File: src/pkg/sacb_cfg.svh
`ifndef SACB_CFG_SVH
`define SACB_CFG_SVH
// register indices; byte address is four times the index
`define SACB_IDX_CFG1 8'hc2
`define SACB_IDX_CFG2 8'hc3
`define SACB_IDX_OCALU 8'hc4
`define SACB_RST_CFG1 16'h0400
`define SACB_RST_CFG2 16'h8010
`define SACB_RST_OCALU 16'h0000
`define SACB_MASK_CFG1 16'h0f0f
`define SACB_MASK_CFG2 16'h8f3f
`define SACB_MASK_OCALU 16'hffff
// field positions
`define SACB_B_CONV_STYLE 11
`define SACB_B_OSR_LO 8
`define SACB_B_GC_EN 3
`define SACB_B_GC_DLY_LO 0
`define SACB_B_CONV_EN 15
`define SACB_B_GAIN_LO 10
`define SACB_B_MUX_LO 8
`define SACB_B_SRC_ROUTE 5
`define SACB_B_SNK_ROUTE 4
`define SACB_B_SRC_LVL_LO 2
`define SACB_B_SNK_LVL_LO 0
// timing: base oversampling ratio and base chop delay in modulator periods
`define SACB_OSR_BASE 14'h0040
`define SACB_GC_DLY_BASE 9'h002
`define SACB_RD_LATENCY 1
`endif

File: src/pkg/sacb_pkg.sv
package sacb_pkg;
  typedef enum logic [1:0] {
    sacb_mux_direct,
    sacb_mux_swapped,
    sacb_mux_short_gnd,
    sacb_mux_test_dac
  } sacb_mux_t;
  typedef enum logic [1:0] {
    sacb_ow_off,
    sacb_ow_4ua,
    sacb_ow_40ua,
    sacb_ow_240ua
  } sacb_ow_level_t;
  typedef enum logic {
    sacb_conv_continuous,
    sacb_conv_single
  } sacb_conv_style_t;
endpackage : sacb_pkg

File: src/rtl/sacb_ratio_decode.sv
`timescale 1ns/1ps
`include "sacb_cfg.svh"
module sacb_ratio_decode (
  input wire logic [2:0] i_osr_code,
  input wire logic [2:0] i_delay_code,
  output logic [13:0] o_osr_ratio,
  output logic [8:0] o_chop_delay
);
  // ratio 64 shifted by code, delay 2 shifted by code
  assign o_osr_ratio = 14'(`SACB_OSR_BASE << i_osr_code); // [RQ2]
  assign o_chop_delay = 9'(`SACB_GC_DLY_BASE << i_delay_code); // [RQ4]
endmodule : sacb_ratio_decode

File: src/rtl/sacb_front_route.sv
`timescale 1ns/1ps
module sacb_front_route (
  input wire logic [1:0] i_gain_code,
  input wire logic [1:0] i_mux_code,
  input wire logic i_src_route,
  input wire logic i_snk_route,
  output logic [3:0] o_analog_gain,
  output logic [2:0] o_digital_shift,
  output logic [3:0] o_mux_onehot,
  output logic o_src_to_pos,
  output logic o_src_to_neg,
  output logic o_snk_to_pos,
  output logic o_snk_to_neg
);
  // gains 16 and 32 keep the analog stage at 8 to limit front-end noise
  always_comb begin
    case (i_gain_code)
      2'h0: begin o_analog_gain = 4'h4; o_digital_shift = 3'h0; end
      2'h1: begin o_analog_gain = 4'h8; o_digital_shift = 3'h0; end
      2'h2: begin o_analog_gain = 4'h8; o_digital_shift = 3'h1; end
      default: begin o_analog_gain = 4'h8; o_digital_shift = 3'h2; end
    endcase // [RQ7]
  end
  // bit0 direct, bit1 swapped, bit2 short to ground, bit3 test dac
  assign o_mux_onehot = 4'(4'h1 << i_mux_code); // [RQ8]
  assign o_src_to_pos = ~i_src_route; // [RQ9]
  assign o_src_to_neg = i_src_route; // [RQ9]
  assign o_snk_to_pos = ~i_snk_route; // [RQ10]
  assign o_snk_to_neg = i_snk_route; // [RQ10]
endmodule : sacb_front_route

File: src/rtl/sacb_top.sv
// Functional notes
// RQ1 - conversion style bit: 0 continuous, 1 single-shot; resets 0
// RQ2 - oversampling code 0..7 selects ratio 64..8192; reset code 4
// RQ3 - global chop enable bit turns chop on; resets off
// RQ4 - chop settle delay 2 to 256 modulator periods, doubling per code
// RQ5 - disable, standby or power-down forces data 000000h and counter 00b
// RQ6 - converter enable at bit 15 of config two resets to enabled
// RQ7 - gain codes give 4,8,16,32; 16 and 32 use analog 8 plus digital
// RQ8 - mux: direct, swapped, short to ground, test dac
// RQ9 - source route: 0 positive pin, 1 negative pin; resets 0
// RQ10 - sink route: 0 positive pin, 1 negative pin; resets 1
// RQ11 - source level off, 4, 40, 240 uA; resets off
// RQ12 - sink level off, 4, 40, 240 uA; resets off
// RQ13 - upper offset register holds correction bits 23:8; resets zero
// RQ14 - 24-bit offset correction is two's complement
// RQ15 - reserved bits ignore writes and read zero
`timescale 1ns/1ps
`include "sacb_cfg.svh"
module sacb_top (
  input wire logic i_clk,
  input wire logic i_rst,
  input wire logic [9:0] i_avs_address,
  input wire logic i_avs_read,
  input wire logic i_avs_write,
  input wire logic [31:0] i_avs_writedata,
  input wire logic [3:0] i_avs_byteenable,
  output logic [31:0] o_avs_readdata,
  output logic o_avs_waitrequest,
  output logic [1:0] o_avs_response,
  input wire logic i_standby,
  input wire logic i_power_down,
  input wire logic [7:0] i_offset_lower,
  input wire logic i_conv_done,
  input wire logic [23:0] i_conv_data,
  output logic [23:0] o_conv_data,
  output logic [1:0] o_conversion_counter,
  output logic o_converter_run,
  output sacb_pkg::sacb_conv_style_t o_conversion_style,
  output logic [13:0] o_osr_ratio,
  output logic o_global_chop_enable,
  output logic [8:0] o_chop_delay,
  output logic [3:0] o_analog_gain,
  output logic [2:0] o_digital_shift,
  output logic [3:0] o_mux_onehot,
  output logic o_src_to_pos,
  output logic o_src_to_neg,
  output logic o_snk_to_pos,
  output logic o_snk_to_neg,
  output sacb_pkg::sacb_ow_level_t o_src_level,
  output sacb_pkg::sacb_ow_level_t o_snk_level,
  output logic signed [23:0] o_offset_correction
);
  logic [15:0] cfg1_q;
  logic [15:0] cfg2_q;
  logic [15:0] ocalu_q;
  logic standby_s1_q;
  logic standby_s2_q;
  logic pdown_s1_q;
  logic pdown_s2_q;
  logic [23:0] data_q;
  logic [1:0] count_q;
  logic ack_q;
  logic [31:0] rdata_q;
  logic [1:0] resp_q;
  logic [7:0] idx;
  logic word_ok;
  logic hit_cfg1;
  logic hit_cfg2;
  logic hit_ocalu;
  logic req;
  logic wr_fire;
  logic [15:0] lane_mask;
  logic hold_clear;

  assign idx = i_avs_address[9:2];
  assign word_ok = (i_avs_address[1:0] == 2'h0);
  assign hit_cfg1 = word_ok && (idx == `SACB_IDX_CFG1);
  assign hit_cfg2 = word_ok && (idx == `SACB_IDX_CFG2);
  assign hit_ocalu = word_ok && (idx == `SACB_IDX_OCALU);
  assign req = i_avs_read | i_avs_write;
  // one wait state per access; ack lands on the next edge
  assign o_avs_waitrequest = req & ~ack_q;
  assign wr_fire = i_avs_write & ack_q;
  assign lane_mask = {{8{i_avs_byteenable[1]}}, {8{i_avs_byteenable[0]}}};

  always_ff @(posedge i_clk) begin
    if (i_rst) begin
      ack_q <= 1'b0;
    end else begin
      ack_q <= req & ~ack_q;
    end
  end

  always_ff @(posedge i_clk) begin
    if (i_rst) begin
      cfg1_q <= `SACB_RST_CFG1; // [RQ1] [RQ2] [RQ3] [RQ4]
      cfg2_q <= `SACB_RST_CFG2; // [RQ6] [RQ10] [RQ9] [RQ11] [RQ12]
      ocalu_q <= `SACB_RST_OCALU; // [RQ13]
    end else if (wr_fire) begin
      if (hit_cfg1) begin
        cfg1_q <= (cfg1_q & ~lane_mask) | (i_avs_writedata[15:0] & lane_mask & `SACB_MASK_CFG1); // [RQ15]
      end else if (hit_cfg2) begin
        cfg2_q <= (cfg2_q & ~lane_mask) | (i_avs_writedata[15:0] & lane_mask & `SACB_MASK_CFG2); // [RQ15]
      end else if (hit_ocalu) begin
        ocalu_q <= (ocalu_q & ~lane_mask) | (i_avs_writedata[15:0] & lane_mask); // [RQ13]
      end
    end
  end

  // read data and response registered at the acknowledging edge
  always_ff @(posedge i_clk) begin
    if (i_rst) begin
      rdata_q <= 32'h0000_0000;
      resp_q <= 2'h0;
    end else if (req & ~ack_q) begin
      resp_q <= (hit_cfg1 | hit_cfg2 | hit_ocalu) ? 2'h0 : 2'h3;
      if (!i_avs_read) begin
        rdata_q <= 32'h0000_0000;
      end else if (hit_cfg1) begin
        rdata_q <= {16'h0000, cfg1_q & `SACB_MASK_CFG1}; // [RQ15]
      end else if (hit_cfg2) begin
        rdata_q <= {16'h0000, cfg2_q & `SACB_MASK_CFG2}; // [RQ15]
      end else if (hit_ocalu) begin
        rdata_q <= {16'h0000, ocalu_q};
      end else begin
        rdata_q <= 32'h0000_0000;
      end
    end
  end
  assign o_avs_readdata = rdata_q;
  assign o_avs_response = resp_q;

  // pins from the system domain: two flops before use
  always_ff @(posedge i_clk) begin
    if (i_rst) begin
      standby_s1_q <= 1'b0;
      standby_s2_q <= 1'b0;
      pdown_s1_q <= 1'b0;
      pdown_s2_q <= 1'b0;
    end else begin
      standby_s1_q <= i_standby;
      standby_s2_q <= standby_s1_q;
      pdown_s1_q <= i_power_down;
      pdown_s2_q <= pdown_s1_q;
    end
  end

  assign hold_clear = ~cfg2_q[`SACB_B_CONV_EN] | standby_s2_q | pdown_s2_q;
  assign o_converter_run = ~hold_clear; // [RQ6]

  // clear wins over a landing result: a disabled converter must not publish
  always_ff @(posedge i_clk) begin
    if (i_rst) begin
      data_q <= 24'h00_0000;
      count_q <= 2'h0;
    end else if (hold_clear) begin
      data_q <= 24'h00_0000; // [RQ5]
      count_q <= 2'h0; // [RQ5]
    end else if (i_conv_done) begin
      data_q <= i_conv_data;
      count_q <= count_q + 2'h1;
    end
  end
  assign o_conv_data = data_q;
  assign o_conversion_counter = count_q;

  assign o_conversion_style = sacb_pkg::sacb_conv_style_t'(cfg1_q[`SACB_B_CONV_STYLE]); // [RQ1]
  assign o_global_chop_enable = cfg1_q[`SACB_B_GC_EN]; // [RQ3]
  assign o_src_level = sacb_pkg::sacb_ow_level_t'(cfg2_q[`SACB_B_SRC_LVL_LO +: 2]); // [RQ11]
  assign o_snk_level = sacb_pkg::sacb_ow_level_t'(cfg2_q[`SACB_B_SNK_LVL_LO +: 2]); // [RQ12]
  // lower byte supplied by neighbouring register; value is signed
  assign o_offset_correction = $signed({ocalu_q, i_offset_lower}); // [RQ14] [RQ13]

  sacb_ratio_decode u_ratio (
    .i_osr_code(cfg1_q[`SACB_B_OSR_LO +: 3]),
    .i_delay_code(cfg1_q[`SACB_B_GC_DLY_LO +: 3]),
    .o_osr_ratio(o_osr_ratio),
    .o_chop_delay(o_chop_delay)
  );

  sacb_front_route u_front (
    .i_gain_code(cfg2_q[`SACB_B_GAIN_LO +: 2]),
    .i_mux_code(cfg2_q[`SACB_B_MUX_LO +: 2]),
    .i_src_route(cfg2_q[`SACB_B_SRC_ROUTE]),
    .i_snk_route(cfg2_q[`SACB_B_SNK_ROUTE]),
    .o_analog_gain(o_analog_gain),
    .o_digital_shift(o_digital_shift),
    .o_mux_onehot(o_mux_onehot),
    .o_src_to_pos(o_src_to_pos),
    .o_src_to_neg(o_src_to_neg),
    .o_snk_to_pos(o_snk_to_pos),
    .o_snk_to_neg(o_snk_to_neg)
  );

  a_disable_clears: assert property (@(posedge i_clk) disable iff (i_rst)
    !cfg2_q[`SACB_B_CONV_EN] |=> (o_conv_data == 24'h00_0000) && (o_conversion_counter == 2'h0)) // [RQ5]
    else $error("data not cleared while disabled");
  a_pin_standby_clears: assert property (@(posedge i_clk) disable iff (i_rst)
    i_standby ##1 i_standby ##1 1'b1 |=> o_conversion_counter == 2'h0) // [RQ5]
    else $error("standby did not clear counter");
  a_osr_ratio_map: assert property (@(posedge i_clk) disable iff (i_rst)
    o_osr_ratio == (14'h0040 << cfg1_q[10:8])) // [RQ2]
    else $error("ratio decode wrong");
  a_chop_delay_map: assert property (@(posedge i_clk) disable iff (i_rst)
    (cfg1_q[2:0] == 3'h7) |-> o_chop_delay == 9'h100) // [RQ4]
    else $error("chop delay wrong");
  a_reset_values: assert property (@(posedge i_clk)
    $past(i_rst) |-> cfg1_q == 16'h0400 && cfg2_q == 16'h8010 && ocalu_q == 16'h0000) // [RQ6]
    else $error("reset value wrong");
  a_reserved_zero: assert property (@(posedge i_clk) disable iff (i_rst)
    (cfg1_q & 16'hf0f0) == 16'h0000 && (cfg2_q & 16'h70c0) == 16'h0000) // [RQ15]
    else $error("reserved bit set");
  a_gain_split: assert property (@(posedge i_clk) disable iff (i_rst)
    cfg2_q[11] |-> o_analog_gain == 4'h8 && o_digital_shift == (cfg2_q[10] ? 3'h2 : 3'h1)) // [RQ7]
    else $error("gain split wrong");
  a_write_lands: assert property (@(posedge i_clk) disable iff (i_rst)
    wr_fire && hit_ocalu && (&i_avs_byteenable[1:0]) |=> ocalu_q == $past(i_avs_writedata[15:0])) // [RQ13]
    else $error("offset write lost");
  a_route_exclusive: assert property (@(posedge i_clk) disable iff (i_rst)
    (o_src_to_neg == cfg2_q[5]) && (o_snk_to_neg == cfg2_q[4]) && $onehot(o_mux_onehot)) // [RQ9] [RQ10] [RQ8]
    else $error("routing wrong");
  a_style_follows: assert property (@(posedge i_clk) disable iff (i_rst)
    o_conversion_style == sacb_pkg::sacb_conv_style_t'(cfg1_q[11]) && o_global_chop_enable == cfg1_q[3]) // [RQ1] [RQ3]
    else $error("style or chop wrong");

  c_write_cfg2: cover property (@(posedge i_clk) wr_fire && hit_cfg2);
  c_disable_run: cover property (@(posedge i_clk) o_converter_run ##1 !o_converter_run);
  c_unmapped_read: cover property (@(posedge i_clk) i_avs_read && ack_q && !word_ok);
  c_conv_count: cover property (@(posedge i_clk) o_conversion_counter == 2'h3);
endmodule : sacb_top

File: config.mk
export PLATFORM = sky130hd
export DESIGN_NAME = sacb_top
export DESIGN_NICKNAME = d
export VERILOG_FILES = /design/src/pkg/sacb_pkg.sv /design/src/rtl/sacb_ratio_decode.sv /design/src/rtl/sacb_front_route.sv /design/src/rtl/sacb_top.sv
export VERILOG_INCLUDE_DIRS = /design/src /design/src/pkg
export SDC_FILE = /design/constraint.sdc
export NUM_CORES = 1
export LEC_CHECK = 0
export ABC_AREA = 1
export BUFFER_PORTS_ARGS = -buffer_cell sky130_fd_sc_hd__buf_2
export CAP_MARGIN = 20
export CORE_UTILIZATION = 45
export DETAILED_ROUTE_END_ITERATION = 10
export PLACE_DENSITY = 0.88
export SETUP_SLACK_MARGIN = 0.4
export SYNTH_ARGS = -nofsm -noshare
export SYNTH_HDL_FRONTEND = slang
export SYNTH_SLANG_ARGS = --single-unit
File: constraint.sdc
create_clock -name i_clk -period 4.3 [get_ports i_clk]
set_clock_uncertainty 0.2 [all_clocks]
set_input_delay 1.29 -clock i_clk [delete_from_list [all_inputs] [get_ports i_clk]]
set_output_delay 1.29 -clock i_clk [all_outputs]
set_load 0.05 [all_outputs]
==> results of run 1 <==
## Yosys cell counts (all sizes together)
| cell type | count |
|---|---|
| nand2 | 115 |
| dfxtp | 83 |
| nor2 | 67 |
| buf | 47 |
| a21oi | 46 |
| inv | 41 |
| o21ai | 31 |
| nand3 | 21 |
| nand4 | 18 |
| nor3 | 17 |
| clkbuf | 13 |
| a21boi | 7 |
| nor3b | 4 |
| a22oi | 2 |
| conb | 1 |
| nand3b | 1 |
| or2 | 1 |
## power by group through the flow
stage,sequential [mW],clock (mW),combinational (mW)
global route,0.794,0.560,0.237
detailed placement,0.810,0,0.222
CTS,0.792,0.519,0.222
global placement,0.809,0,0.218
floorplan,0.856,0,0.155
finish,0.792,0.512,0.223
## final timing paths
| path | end | slack, ps | cells after the start |
|---|---|---|---|
| worst min register to register | pdown_s2_q | 210 | 2 |
| worst max register to register | flip-flop | 2360 | 6 |
| worst min-delay path | pdown_s2_q | 210 | 2 |
| worst max-delay path | o_avs_waitrequest | 900 | 4 |
## worst max-delay path, delay by kind of cell
family / cells / cell delay (ps)
and+or+nand+nor: 2 / 220
buffers and inverters: 2 / 390
## routing by layer
layer  global-route usage [%]  share of wire (%)
met5                        0                  0
met4                     10.0                2.1
met3                     4.23                5.5
met2                     39.8                 51
met1                     27.0                 42
## cell type report
| class | instances | area share, % |
|---|---|---|
| Tap cell | 105 | 2.87 |
| Multi-Input combinational cell | 356 | 36.3 |
| Clock buffer | 11 | 3.31 |
| Sequential cell | 83 | 36.3 |
| Inverter | 41 | 3.37 |
| Clock inverter | 4 | 0.575 |
| Timing Repair Buffer | 156 | 17.2 |
## through the flow
| step | utilization (%) | setup slack, ps | instances | total power, mW | hold slack [ps] |
|---|---|---|---|---|---|
| floorplan | - | 994 | 540 | 1.01 | 188 |
| global placement | 53.7 | 921 | 741 | 1.03 | 190 |
| detailed placement | 53.7 | 912 | 741 | 1.03 | 200 |
| CTS | 55.9 | 912 | 756 | 1.53 | 211 |
| global route | 55.9 | 886 | 756 | 1.59 | 223 |
| finish | 55.9 | 905 | 756 | 1.53 | 211 |
## logic make-up after synthesis
logic type / Yosys count / share of synthesized area [%]
and+or+nand+nor: 244 / 29.3
buffers and inverters: 101 / 14.5
AOI/OAI and AO/OA: 86 / 12.1
DFF: 83 / 44.0
other: 1 / 0.0993
==> out/metrics.yaml, run 1 <==
drtIter0Drc: 164
crit_start: "i_avs_read"
routed-via-count: 3784
postCtsSetupBuffers: 0
fill_cells: 791
gp_congestion: 0.919
cts_tree: "built"
tns_ps: 0
rows: 33
status: "finished, final reports clean"
syn-cell-area_um2: 3770
cap_violations: 0
clockPowerShare_pct: 33.5
pwr-share-seq_pct: 51.9
hpwlAfterDp_um: 7420
rsz0062_at_grt: "false"
grt_max_degree: 31
cpMostUsedCell: "buf_2"
swShare_pct: 30.1
grt_pass1_wl_um: 15700
globalRouteOverflowTotal: 0
die_h_um: 93.6
cp_max_fo: 5
routedWlPerCell_um: 13.3
multiInputGateArea_um2: 1660
final_nets: 732
drt_pass1_iterations: 5
die_w_um: 93.6
final_hold_viol_count: 0
maxSlewHeadroom_pct: 47.4
grt_pass1_vias: 3442
path_class: "input pin to output port"
setup_viol: 0
ioPinCount: 215
syn2layout_area_growth_pct: 21.1
cell_internal_pwr_mw: 1.07
seq_area_um2: 1660
vias_per_cell: 5.01
start_kind: "input pin"
ant_nets: 0
worstMarginPinSlew_ps: 787
initial_core_util_pct: 46.2
cp.arrival_ps: 1910
path_cells: "buf_2 -> nor2_1 -> nor2_2 -> buf_2"
min_period_ps: 3400
synthDistinctLibCells: 30
power.switching_uw: 460
h-tree-depth: 3
clk-insertion-delay-late_ps: 340
drc: 0
comb_power_share_pct: 14.6
end_kind: "output port"
die_area_um2: 8760
mostFrequentLayoutCell: "buf_2"
netlist.area_leader.share_pct: 44.0
hold_start: "pdown_s1_q"
post_cts_resize_count: 0
period_share_pct: 79.0
cts_buffers: 9
vdd_drop_max_mv: 0.184
grtUsageTotal_pct: 22.7
yosysTopAreaCell: "dfxtp_1"
cts_hold_buf: 0
timing.rr.start: "ack_q"
numClockSinks: 83
postSynthCellCount: 515
most-common-layout-cells: "154 x buf_2, 111 x nand2_1, 83 x dfxtp_1, 61 x nor2_1, 45 x a21oi_1"
drive_gt1_share_pct: 29.2
power-per-cell-area_nw_per_um2: 334
finalWirelength_um: 10100
ctsRootBufferMaster: "clkbuf_8"
fmax_ghz: 0.295
clock_tree.buffer_depth: 2
antenna_cells: 0
synth.avg_cell_area_um2: 7.33
clk_pin_slew_ps: 80
hp-class: "flip-flop to flip-flop"
synth.area.top_cells: "dfxtp_1 44%, nand2_1 11%, buf_4 8.2%"
yosysSeqAreaShare_pct: 44.0
io_buffers: 154
synth_warnings: 0
total_leakage_power_nw: 2.30
required_ps: 2810
coreArea_um2: 8180
slowest_delay_ps: 300
slew_violations: 0
design_area_um2: 4570
antenna_found_initial: 0
ys_ff_latch: 83
place_area_um2: 4390
slowest_stage: "buf_2"
(Power assumes the default switching activity.)
==> run 2: changes to the inputs <==
CORE_UTILIZATION = 40   (was 45)
PLACE_DENSITY = 0.83   (was 0.88)
clock period = 3 ns   (was 4.3 ns; I/O delays follow)
==> out/metrics.yaml, run 2 (synthesis results as in run 1) <==
io_buffers: 154  # unchanged
clock_tree.buffer_depth: 2  # unchanged
design_area_um2: 4720  # was 4570 µm²
fin_cells: 769  # was 756
most-common-layout-cells: "152 x buf_2, 111 x nand2_1, 82 x dfxtp_1, 61 x nor2_1, 45 x a21oi_1"  # was 154 x buf_2, 111 x nand2_1, 83 x dfxtp_1, 61 x nor2_1, 45 x a21oi_1
syn2layout_area_growth_pct: 25.1  # was 21.1%
coreArea_um2: 9200  # was 8180 µm²
status: "finished, final reports clean"  # unchanged
initial_core_util_pct: 41.0  # was 46.2%
cp.arrival_ps: 1390  # was 1910 ps
tns_ps: 0  # unchanged
hp-class: "flip-flop to flip-flop"  # unchanged
gp_congestion: 0.854  # was 0.919
globalRouteOverflowTotal: 0  # unchanged
clockPowerShare_pct: 40.1  # was 33.5%
required_ps: 1900  # was 2810 ps
routedWlPerCell_um: 12.6  # was 13.3 µm
comb_power_share_pct: 13.4  # was 14.6%
setup_viol: 0  # unchanged
place_area_um2: 4460  # was 4390 µm²
rsz0062_at_grt: "false"  # unchanged
cell_internal_pwr_mw: 1.77  # was 1.07 mW
cap_violations: 0  # unchanged
cts_tree: "built"  # unchanged
whs_path_depth: 2  # unchanged
end_kind: "output port"  # unchanged
swShare_pct: 27.3  # was 30.1%
ioPinCount: 215  # unchanged
fmax_ghz: 0.401
drt_pass1_iterations: 4  # was 5
worstMarginPinSlew_ps: 721  # was 787 ps
p_total_mw: 2.44  # was 1.53 mW
vdd_drop_max_mv: 0.317  # was 0.184 mV
min_period_ps: 2490
finalWirelength_um: 9730  # was 10100 µm
ff2ff_path_depth: 6  # unchanged
vias_per_cell: 4.78  # was 5.01
grt_pass1_vias: 3163  # was 3442
slowest_delay_ps: 220  # was 300 ps
slew_violations: 0  # unchanged
ant_nets: 0  # unchanged
dp_cells: 752  # was 741
cp_max_fo: 3  # was 5
grtUsageTotal_pct: 19.7  # was 22.7%
ctsRootBufferMaster: "clkbuf_8"  # unchanged
final_hold_viol_count: 0  # unchanged
die_area_um2: 9830  # was 8760 µm²
routed-via-count: 3679  # was 3784
path_cells: "buf_2 -> nor2_1 -> nor2_2 -> buf_4"  # was buf_2 -> nor2_1 -> nor2_2 -> buf_2
clk_pin_slew_ps: 80  # about the same
final_nets: 738  # was 732
antenna_found_initial: 0  # unchanged
rows: 35  # was 33
drive_gt1_share_pct: 30.7  # was 29.2%
mostFrequentLayoutCell: "buf_2"  # unchanged
grt_pass1_wl_um: 15500  # was 15700 µm
slowest_stage: "buf_4"  # was buf_2
cts_buffers: 9  # unchanged
drc: 0  # unchanged
grt_max_degree: 31  # unchanged
power-per-cell-area_nw_per_um2: 516  # was 334 nW/µm²
power.switching_uw: 667  # was 460 µW
start_kind: "input pin"  # unchanged
die_h_um: 99.1  # was 93.6 µm
place_ws_ps: 384  # was 912 ps
path_class: "input pin to output port"  # unchanged
antenna_cells: 0  # unchanged
finish.utilization_pct: 51.3  # was 55.9%
h-tree-depth: 3  # unchanged
period_share_pct: 83.1
numClockSinks: 83  # unchanged
maxSlewHeadroom_pct: 51.9  # was 47.4%
cts_hold_buf: 0  # unchanged
die_w_um: 99.1  # was 93.6 µm
fin_hold_ws_ps: 207  # was 211 ps
clk-insertion-delay-late_ps: 330  # was 340 ps
layout_setup_ws_ps: 506  # was 905 ps
total_leakage_power_nw: 2.37  # was 2.30 nW
drtIter0Drc: 111  # was 164
hpwlAfterDp_um: 7210  # was 7420 µm
pwr-share-seq_pct: 46.5  # was 51.9%
run 2: changes by cell type in the layout (fill, tap and decap cells not counted), sizes merged:
cell    delta
buf        +5
bufinv     +3
clkinv     -2
inv        +1
run 2: power by group through the flow:
stage	Clock, mW	Sequential (mW)	Combinational, mW
after global placement	0	1.16	0.321
final	0.977	1.13	0.327
after global routing	1.05	1.14	0.348
after detailed placement	0	1.16	0.323
after floorplan	0	1.23	0.223
after CTS	1.00	1.13	0.324
run 2: repair_timing:
item	in CTS	in global routing
setup endpoints to repair	1	2
pin swaps	0	1
buffers inserted	0	1
gates cloned	0	0
endpoints found under the hold margin	0	0
resized for setup	1	2
run 2: area by class of cell:
| class | count | area [µm²] |
|---|---|---|
| clock inverters | 6 | 111 |
| repair buffers | 162 | 836 |
| clock buffers | 10 | 138 |
| inverters | 41 | 154 |
| flip-flops and latches | 83 | 1660 |
| fillers | 936 | 4470 |
| multi-input cells | 356 | 1680 |
| well taps | 111 | 139 |
run 2: path summary, 6_finish.rpt:
check,slack [ps],start,endpoint
min,210,standby_s1_q,standby_s2_q
min reg2reg,210,standby_s1_q,standby_s2_q
max,510,i_avs_read,o_avs_waitrequest
max reg2reg,1240,ack_q,flip-flop
run 2: per-layer routing:
layer	GRT usage, %	vias to the layer above	routed length (µm)
met4	6.33	0	99
li1	-	1875	-
met2	34.4	119	4880
met1	24.7	1673	4330
met3	3.37	12	421
met5	0	-	0
run 2: worst max-delay path: cells and delay by family:
family        cells  cell delay, ps
buf+inv           2             310
simple gates      2             190
